<file path="src/rtl/sraf_pkg.sv">
// Constants, register map and state types of the SPI register access front end.
package sraf_pkg;

  // ----------------------------------------------------------------------
  // Register map
  // ----------------------------------------------------------------------
  localparam int ADDR_W = 15;
  localparam logic [14:0] A_CFG_A = 15'h0000;
  localparam logic [14:0] A_CFG_B = 15'h0001;
  localparam logic [14:0] A_CFG_C = 15'h0002;
  localparam logic [14:0] A_STAT = 15'h0003;
  localparam logic [14:0] A_MAKER_LO = 15'h000c;
  localparam logic [14:0] A_MAKER_HI = 15'h000d;
  localparam logic [14:0] A_R16_LO = 15'h0010;
  localparam logic [14:0] A_R16_HI = 15'h0011;
  localparam logic [14:0] A_R24_LO = 15'h0012;
  localparam logic [14:0] A_R24_MID = 15'h0013;
  localparam logic [14:0] A_R24_HI = 15'h0014;

  // ----------------------------------------------------------------------
  // Field positions and reset values
  // ----------------------------------------------------------------------
  localparam int DIR_BIT = 5;
  localparam int SINGLE_BIT = 7;
  localparam int SHORT_BIT = 3;
  localparam int ENFORCE_BIT = 5;
  localparam int CCF_BIT = 4;
  localparam int SAF_BIT = 2;
  localparam logic DIR_RST = 1'b0;
  localparam logic SINGLE_RST = 1'b0;
  localparam logic SHORT_RST = 1'b1;
  localparam logic [15:0] R16_RST = 16'h0000;
  localparam logic [23:0] R24_RST = 24'h000000;

  // ----------------------------------------------------------------------
  // Frame counts
  // ----------------------------------------------------------------------
  localparam logic [4:0] INSTR_SHORT_BITS = 5'h08;
  localparam logic [4:0] INSTR_LONG_BITS = 5'h10;
  localparam logic [4:0] BYTE_BITS = 5'h08;
  localparam logic [1:0] SIZE_SINGLE = 2'h0;
  localparam logic [1:0] SIZE_TWO = 2'h2;
  localparam logic [1:0] SIZE_THREE = 2'h3;

  // ----------------------------------------------------------------------
  // Types
  // ----------------------------------------------------------------------
  typedef enum logic [2:0] {
    SRAF_IDLE = 3'b001,
    SRAF_INSTR = 3'b010,
    SRAF_DATA = 3'b100
  } sraf_phase_type;

  typedef struct packed {
    logic cs1;
    logic cs2;
    logic sck1;
    logic sck2;
    logic sck3;
    logic sdi1;
    logic sdi2;
  } sraf_sync_type;

  typedef struct packed {
    sraf_sync_type sync;
    sraf_phase_type phase;
    logic [4:0] bit_cnt;
    logic [15:0] ishift;
    logic [7:0] dsh;
    logic [7:0] tx;
    logic rd;
    logic [14:0] addr;
    logic sdo;
    logic sdo_oe;
    logic dir;
    logic single;
    logic short_ins;
    logic ccf;
    logic saf;
    logic [15:0] r16;
    logic [23:0] r24;
    logic [23:0] stage;
    logic [1:0] mb_cnt;
    logic mb_bad;
  } sraf_state_type;

endpackage

</file>
<file path="src/rtl/sraf_frontend.sv">
// SPI target front end giving a host byte access to the configuration register map.
// What this block does
// - Chip select falling starts a transaction; chip select high keeps the interface idle.
// - All instruction fields and data bytes travel most significant bit first.
// - Chip select rising mid-frame completes whole registers and drops partly addressed ones.
// - The instruction phase starts right after chip select falls, no idle bits.
// - Instruction is a direction bit then the address; low writes, high reads.
// - Address is 7 bits by default, 15 bits when the short-instruction bit is cleared.
// - Single-instruction mode needs an instruction per byte; streaming needs one per frame.
// - Data phase follows at once, carrying one register or a run of them.
// - A write commits right after the clock edge shifting the register's last bit.
// - Read data starts driving on the first clock edge of the data phase.
// - An incomplete write byte leaves the register alone and sets the clock-count fault.
// - Two- and three-byte registers sit at adjacent addresses and write as one unit.
// - The whole-register enforce bit is read-only and always reads one.
// - A multibyte register written byte per transaction stays unchanged, split fault set.
// - A multibyte write takes effect only after its 16th or 24th data clock edge.
// - Descending: first byte is the most significant, then next lower addresses.
// - Ascending: first byte is the least significant, then next higher addresses.
// - Byte-wise reads of multibyte registers return data and set the split fault.
// - The direction bit steps the address: zero decrements, one increments.
// - After reset the interface streams, stepping the address after each byte.
module sraf_frontend
  import sraf_pkg::*;
#(
  parameter logic [15:0] MAKER_ID = 16'h5a3c  // Arbitrary value.
) (
  input wire logic core_clk_i,
  input wire logic rst_b_i,
  input wire logic ce_i,
  input wire logic cs_b_i,
  input wire logic sclk_i,
  input wire logic sdi_i,
  output logic sdo_o,
  output logic sdo_oe_o,
  output logic [15:0] reg16_o,
  output logic [23:0] reg24_o,
  output logic clock_count_fault_o,
  output logic split_access_fault_o
);

  // ----------------------------------------------------------------------
  // Helpers
  // ----------------------------------------------------------------------
  // Unit decoders shared by the size and position decoders and by the commit.
  function automatic logic is_reg16(input logic [14:0] a);
    logic hit;
    hit = (a == A_R16_LO) || (a == A_R16_HI);
    return hit;
  endfunction

  function automatic logic is_reg24(input logic [14:0] a);
    logic hit;
    hit = (a >= A_R24_LO) && (a <= A_R24_HI);
    return hit;
  endfunction

  function automatic logic [1:0] mb_size(input logic [14:0] a);
    logic [1:0] sz;
    sz = SIZE_SINGLE;
    if (a == A_MAKER_LO || a == A_MAKER_HI || is_reg16(a)) begin
      sz = SIZE_TWO;
    end else if (is_reg24(a)) begin
      sz = SIZE_THREE;
    end
    return sz;
  endfunction

  function automatic logic [1:0] mb_pos(input logic [14:0] a);
    logic [14:0] d;
    d = 15'h0000;
    if (a == A_MAKER_HI || a == A_R16_HI) begin
      d = 15'h0001;
    end else if (is_reg24(a)) begin
      d = 15'(a - A_R24_LO);
    end
    return d[1:0];
  endfunction

  function automatic logic [7:0] read_byte(input sraf_state_type s, input logic [14:0] a);
    logic [7:0] r;
    r = 8'h00;
    unique case (a)
      A_CFG_A: r[DIR_BIT] = s.dir;
      A_CFG_B: begin
        r[SINGLE_BIT] = s.single;
        r[SHORT_BIT] = s.short_ins;
      end
      A_CFG_C: r[ENFORCE_BIT] = 1'b1;
      A_STAT: begin
        r[CCF_BIT] = s.ccf;
        r[SAF_BIT] = s.saf;
      end
      A_MAKER_LO: r = MAKER_ID[7:0];
      A_MAKER_HI: r = MAKER_ID[15:8];
      A_R16_LO: r = s.r16[7:0];
      A_R16_HI: r = s.r16[15:8];
      A_R24_LO: r = s.r24[7:0];
      A_R24_MID: r = s.r24[15:8];
      A_R24_HI: r = s.r24[23:16];
      default: r = 8'h00;
    endcase
    return r;
  endfunction

  // ----------------------------------------------------------------------
  // State
  // ----------------------------------------------------------------------
  sraf_state_type s_r;
  sraf_state_type s_nxt;

  logic rise;
  logic fall;
  logic [15:0] ish;
  logic [4:0] bc;
  logic [4:0] ilen;
  logic [7:0] b;
  logic [1:0] sz;
  logic [1:0] k;
  logic [1:0] kstart;
  logic [1:0] cnt;
  logic [14:0] a_next;

  always_comb begin
    s_nxt = s_r;
    // --------------------------------------------------------------------
    // Synchronisers
    // --------------------------------------------------------------------
    // All three pins pass two stages, the clock a third for edge detection, so each data bit lines up with its clock edge.
    s_nxt.sync.cs1 = cs_b_i;
    s_nxt.sync.cs2 = s_r.sync.cs1;
    s_nxt.sync.sck1 = sclk_i;
    s_nxt.sync.sck2 = s_r.sync.sck1;
    s_nxt.sync.sck3 = s_r.sync.sck2;
    s_nxt.sync.sdi1 = sdi_i;
    s_nxt.sync.sdi2 = s_r.sync.sdi1;
    rise = s_r.sync.sck2 & ~s_r.sync.sck3;
    fall = ~s_r.sync.sck2 & s_r.sync.sck3;
    ish = {s_r.ishift[14:0], s_r.sync.sdi2};
    bc = 5'(s_r.bit_cnt + 5'h01);
    ilen = s_r.short_ins ? INSTR_SHORT_BITS : INSTR_LONG_BITS;
    b = {s_r.dsh[6:0], s_r.sync.sdi2};
    sz = mb_size(s_r.addr);
    k = mb_pos(s_r.addr);
    kstart = s_r.dir ? 2'h0 : 2'(sz - 2'h1);
    cnt = s_r.mb_cnt;
    a_next = s_r.dir ? 15'(s_r.addr + 15'h0001) : 15'(s_r.addr - 15'h0001);
    // --------------------------------------------------------------------
    // Frame end
    // --------------------------------------------------------------------
    if (s_r.sync.cs2) begin
      // Frame end: a write byte cut short never reaches a register.
      if (s_r.phase == SRAF_DATA && !s_r.rd && s_r.bit_cnt != 5'h00) begin
        s_nxt.ccf = 1'b1;
      end
      if (s_r.mb_cnt != 2'h0) begin
        s_nxt.saf = 1'b1;
      end
      s_nxt.phase = SRAF_IDLE;
      s_nxt.bit_cnt = 5'h00;
      s_nxt.ishift = 16'h0000;
      s_nxt.dsh = 8'h00;
      s_nxt.tx = 8'h00;
      s_nxt.mb_cnt = 2'h0;
      s_nxt.mb_bad = 1'b0;
      s_nxt.sdo = 1'b0;
      s_nxt.sdo_oe = 1'b0;
    end else begin
      if (s_r.phase == SRAF_IDLE) begin
        s_nxt.phase = SRAF_INSTR;
      end
      // ------------------------------------------------------------------
      // Instruction phase
      // ------------------------------------------------------------------
      if (s_r.phase != SRAF_DATA && rise) begin
        s_nxt.ishift = ish;
        s_nxt.bit_cnt = bc;
        if (bc == ilen) begin
          // Direction bit leads, address follows.
          if (s_r.short_ins) begin
            s_nxt.rd = ish[7];
            s_nxt.addr = {8'h00, ish[6:0]};
          end else begin
            s_nxt.rd = ish[15];
            s_nxt.addr = ish[14:0];
          end
          s_nxt.tx = read_byte(s_r, s_nxt.addr);
          s_nxt.phase = SRAF_DATA;
          s_nxt.bit_cnt = 5'h00;
          s_nxt.ishift = 16'h0000;
        end
      end
      // ------------------------------------------------------------------
      // Read shift-out
      // ------------------------------------------------------------------
      // Data moves on the falling edge so that it has settled when the host samples on the rise.
      if (s_r.phase == SRAF_DATA && fall && s_r.rd) begin
        s_nxt.sdo_oe = 1'b1;
        s_nxt.sdo = s_r.tx[7];
        s_nxt.tx = {s_r.tx[6:0], 1'b0};
      end
      // ------------------------------------------------------------------
      // Data bytes
      // ------------------------------------------------------------------
      if (s_r.phase == SRAF_DATA && rise) begin
        s_nxt.dsh = b;
        s_nxt.bit_cnt = bc;
        if (bc == BYTE_BITS) begin
          s_nxt.bit_cnt = 5'h00;
          if (sz == SIZE_SINGLE) begin
            if (!s_r.rd) begin
              unique case (s_r.addr)
                A_CFG_A: s_nxt.dir = b[DIR_BIT];
                A_CFG_B: begin
                  s_nxt.single = b[SINGLE_BIT];
                  s_nxt.short_ins = b[SHORT_BIT];
                end
                A_STAT: begin
                  // Clear by writing one; an abandoned multibyte unit can still set the split fault on this same byte.
                  s_nxt.ccf = s_r.ccf & ~b[CCF_BIT];
                  s_nxt.saf = s_r.saf & ~b[SAF_BIT];
                end
                default: s_nxt.dir = s_r.dir;
              endcase
            end
            // Leaving a multibyte unit early abandons it; this follows the status write so the set wins.
            if (cnt != 2'h0) begin
              s_nxt.saf = 1'b1;
            end
            cnt = 2'h0;
            s_nxt.mb_bad = 1'b0;
          end else begin
            // Multibyte unit: bytes are staged and only the last one commits.
            if (cnt == 2'h0 && k != kstart) begin
              s_nxt.mb_bad = 1'b1;
              s_nxt.saf = 1'b1;
            end
            s_nxt.stage[k*8+:8] = b;
            cnt = 2'(cnt + 2'h1);
            if (cnt == sz) begin
              if (!s_r.rd && !s_r.mb_bad && !s_nxt.mb_bad) begin
                if (is_reg16(s_r.addr)) begin
                  s_nxt.r16 = s_nxt.stage[15:0];
                end else if (sz == SIZE_THREE) begin
                  s_nxt.r24 = s_nxt.stage;
                end
              end
              cnt = 2'h0;
              s_nxt.mb_bad = 1'b0;
            end
          end
          if (s_r.single) begin
            // Each byte needs a fresh instruction in this mode.
            if (cnt != 2'h0) begin
              s_nxt.saf = 1'b1;
            end
            cnt = 2'h0;
            s_nxt.mb_bad = 1'b0;
            s_nxt.phase = SRAF_INSTR;
            s_nxt.sdo_oe = 1'b0;
          end else begin
            s_nxt.addr = a_next;
            s_nxt.tx = read_byte(s_r, a_next);
          end
          s_nxt.mb_cnt = cnt;
        end
      end
    end
    // A low enable holds everything, synchronisers included, so pin edges while it is low go unseen and none is invented.
    if (!ce_i) begin
      s_nxt = s_r;
    end
  end

  // Reset leaves the interface streaming, descending and with short addresses.
  always_ff @(posedge core_clk_i or negedge rst_b_i) begin
    if (!rst_b_i) begin
      s_r <= '0;
      s_r.sync.cs1 <= 1'b1;
      s_r.sync.cs2 <= 1'b1;
      s_r.phase <= SRAF_IDLE;
      s_r.dir <= DIR_RST;
      s_r.single <= SINGLE_RST;
      s_r.short_ins <= SHORT_RST;
      s_r.r16 <= R16_RST;
      s_r.r24 <= R24_RST;
    end else begin
      s_r <= s_nxt;
    end
  end

  // ----------------------------------------------------------------------
  // Outputs
  // ----------------------------------------------------------------------
  // Every output is a field of the state register, so no pin reaches an output combinationally.
  assign sdo_o = s_r.sdo;
  assign sdo_oe_o = s_r.sdo_oe;
  assign reg16_o = s_r.r16;
  assign reg24_o = s_r.r24;
  assign clock_count_fault_o = s_r.ccf;
  assign split_access_fault_o = s_r.saf;

endmodule

</file>
<file path="config.mk">
export PLATFORM = sky130hd
export DESIGN_NAME = sraf_frontend
export DESIGN_NICKNAME = d
export VERILOG_FILES = /design/src/rtl/sraf_pkg.sv /design/src/rtl/sraf_frontend.sv
export SDC_FILE = /design/constraint.sdc
export NUM_CORES = 1
export LEC_CHECK = 0
export BUFFER_PORTS_ARGS = -buffer_cell sky130_fd_sc_hd__clkbuf_2
export CORE_MARGIN = 4
export CORE_UTILIZATION = 55
export CTS_CLUSTER_SIZE = 24
export DETAILED_ROUTE_END_ITERATION = 8
export HOLD_SLACK_MARGIN = 0.15
export PLACE_DENSITY = 0.77
export SYNTH_ARGS = -nofsm -noshare
export SYNTH_HDL_FRONTEND = slang
export SYNTH_SLANG_ARGS = --single-unit
</file>
<file path="constraint.sdc">
create_clock -name core_clk_i -period 8.4 [get_ports core_clk_i]
set_input_delay 0.84 -clock core_clk_i [delete_from_list [all_inputs] [get_ports core_clk_i]]
set_output_delay 0.84 -clock core_clk_i [all_outputs]
set_load 0.03 [all_outputs]
</file>
==> metrics.md <==
| Metric | Value |
|---|---|
| CTS tree | built |
| I/O Pins | 50 |
| H-tree depth | 4 |
| Die ar. | 0.0176 mm^2 |
| Worst slack, placed | 3.95 ns |
| Yosys Warn Count | 0 |
| Chip height | 133 um |
| Final Hold Fails | 0 |
| HP Class | input pin to asynchronous set/reset pin |
| GRT Total Usage | 0.276 |
| Switch share | 0.300 |
| RSZ-0062 raised after global routing | false |
| Reg2reg setup slack | 3.83 ns |
| Setup TNS | 0 ns |
| Synth Area per Inst | 9.44 um^2 |
| Nets | 909 |
| DRC Markers | 0 |
| Ys async rst share | 1.00 |
| Internal | 1.17 mW |
| Worst Skew | 0.00949 ns |
| Area share of the largest cell type after synthesis | 0.383 |
| Number of post-CTS setup repair buffers | 0 |
| Post-synthesis compound-gate area fraction | 0.207 |
| Worst R2R Start | s_r[74] |
| CORE AREA | 0.0152 mm^2 |
| Synth cell count leaders | dfrtp_1, nand2_1, o21ai_0 |
| Final Cycle Share | 0.544 |
| Largest cells by area after synthesis | dfrtp_1, mux2_4, a22o_1 |
| Routed Antenna Nets | 0 |
| Post-synthesis sequential area ratio | 0.395 |
| Ys flop type | dfrtp_1 |
| Post-synthesis adder-cell area fraction | 0.0146 |
| Max stage delay on crit path | 0.97 ns |
| EDFF count, synth | 0 |
| Vias after detailed routing | 7296 |
| Slowest cell on crit path | dfrtp_1 |
| Initial cell density of the core | 0.563 |
| Pin count of the biggest net entering global routing | 70 |
| PnR worst setup slack | 3.83 ns |
| Cts bufs inserted | 17 |
| Final RePlAce weighted congestion | 1.05 |
| Synth cell types | 70 |
| Syn nets | 923 |
| R2R cell count | 12 |
| #FFs+latches synth | 135 |
| Die Width | 133 um |
| Clk root buf | clkbuf_16 |
| Max transition margin | 0.354 |
| Largest family of logic cells by synthesized area | compound AO/OA/AOI/OAI gates |
| Finished Core Util | 0.605 |
| Logic gate share of total power | 0.100 |
| Vias in the first global route | 6911 |
| Wirelength, routed | 23900 um |
| Crit start category | flop |
| DR vias/cell | 6.67 |
| Sequential share of power | 0.448 |
| Min Hold Slack | 0.409 ns |
| Status | finished clean |
| Total grt overflow | 0 |
| Share of cells above drive strength 1 | 0.196 |
| Crit path time final | 4.57 ns |
| Cts hold-fix bufs | 0 |
| Clock network fraction of total power | 0.452 |
| WP data arrival | 4.91 ns |
| CP required | 8.74 ns |
| Worst-Margin Slew | 0.962 ns |
| Port Buffers | 49 |
| Clock Path Buffers | 2 |
| Endpoints failing setup | 0 |
| Max Fanout on Critical Path | 24 |
| Crit Path Class | flop to flop |
| Top-count cell post-synth | dfrtp_1 |
| Layout area overhead | 7.44% |
| # diodes | 0 |
| Post-cts sizing count | 0 |
| Sw Pwr | 0.501 mW |
| Floorplan row count | 45 |
| Peak VDD IR | 149 uV |
| WL per Instance | 21.9 um |
| DRT Pass-1 Iters | 6 |
| F_max | 0.219 GHz |
| Max-slew violation count | 0 |
| CP endpoint kind | flop |
| Crit-path cells | clkinv_1 -> ha_1 -> inv_1 -> o22ai_1 -> nand4_1 -> nor2_1 -> nor2_1 -> ha_1 -> clkinv_1 -> nor3_1 -> nand2_1 -> o21ai_0 |
| Simple logic cell fraction of the synthesized area | 0.172 |
| Worst skew pair latency | 0.44 ns |
| Iter 0 DRT Violations | 960 |
| Post-synthesis mux area share | 0.118 |
| Clock-pin slew on the worst setup and hold paths | 0.07 ns |
| Post-Syn Instances | 907 |
| Antenna violations before repair | 0 |
| # clock sinks | 135 |
| Max-cap violations | 0 |
| Half-perimeter wire length after placement | 17300 um |
| First-pass GRT wire length | 38400 um |
| RR Endpoint | s_r[8] |
| Top cell type by total area after synthesis | dfrtp_1 |
| P per Cell Area | 182 mW/mm^2 |
| Leakage | 3.90 nW |
| Synthesized cell area | 0.00856 mm^2 |
| Xor/xnor share of the synthesized area | 0.0154 |
| PnR Total Power | 1.67 mW |
==> cell families after synthesis <==
group                      after synthesis
muxes                                   74
DFF                                    135
xor gates and xnor gates                15
and+or+nand+nor                        287
adders and majority gates               10
buffers and inverters                  129
AOI/OAI and AO/OA                      257
==> worst max path at each step <==
stage / startpoint / end / slack [ns]
global placement: s_r[74] / s_r[6] / 4.24
CTS: s_r[74] / s_r[8] / 3.91
global route: s_r[74] / s_r[9] / 3.35
floorplan: s_r[83] / reg16_o[0] / 5.19
finish: s_r[74] / s_r[8] / 3.83
detailed placement: s_r[74] / s_r[8] / 3.95
==> per-stage QoR <==
stage                     cell area (um^2)  instances
after global placement                8600       1062
after CTS                             9200       1094
after floorplan                       8560        907
after global routing                  9200       1094
final                                 9200       1094
after detailed placement              8600       1062
==> cells in the final DEF (no fill, tap or decap), types with 5 or more instances in the layout <==
cell type  Yosys  layout
a21oi_1       47      47
a22o_1        41      41
a22oi_1       19      19
a31oi_1        8       8
and3_1        13      13
buf_4         41      10
clkbuf_16      0      17
clkbuf_2       0      48
dfrtp_1      131     131
ha_1          10      10
inv_1         34      34
inv_8          0       5
mux2_2        26      26
mux2_4        28      28
mux2i_1       12      12
mux4_2         8       8
nand2_1       76      76
nand3_1       28      28
nand4_1       11      11
nor2_1        52      52
nor2b_1       11      11
nor3_1        35      35
nor4_1         9       9
o21a_1         5       5
o21ai_0       60      60
o22ai_1       21      21
o2bb2ai_1      7       7
or2_2          9       9
or3_1         10      10
or4_1          9       9
xnor2_1        9       9
xor2_1         6       6
==> critical path: cells and delay by family (launching register included) <==
| kind | cells | cell delay, ns |
|---|---|---|
| simple gates | 5 | 1.76 |
| fa+ha+maj | 2 | 0.58 |
| flops | 1 | 0.97 |
| compound gates | 2 | 0.36 |
| buf+inv | 3 | 0.79 |
==> layout make-up <==
class / count / area (um^2)
fill: 1281 / 6010
clock buffer: 18 / 439
sequential: 135 / 3380
timing repair buffer: 59 / 327
tap: 188 / 235
clock inverter: 14 / 153
multi-input combinational: 643 / 4520
inverter: 37 / 139
==> power by group through the flow <==
stage | logic (mW) | registers [mW] | clock network [mW]
finish | 0.167 | 0.749 | 0.755
global route | 0.185 | 0.753 | 0.793
CTS | 0.165 | 0.746 | 0.763
detailed placement | 0.164 | 0.757 | 0
global placement | 0.160 | 0.757 | 0
floorplan | 0.127 | 0.722 | 0
==> sequential cells by signal, indices dropped and copies added, names as in the netlist <==
| name | flops |
|---|---|
| b | 8 |
| sdo_o | 1 |
| s_r | 68 |
| reg16_o | 16 |
| split_access_fault_o | 1 |
| clock_count_fault_o | 1 |
| ish | 15 |
| reg24_o | 24 |
| sdo_oe_o | 1 |
==> layer usage <==
layer	up-vias	wire [um]	global-route usage
li1	3316	-	-
met1	3543	10400	0.394
met2	374	10400	0.402
met3	63	2240	0.0669
met4	0	890	0.117
met5	-	0	0
No activity file was read; power rests on OpenSTA's default activity.
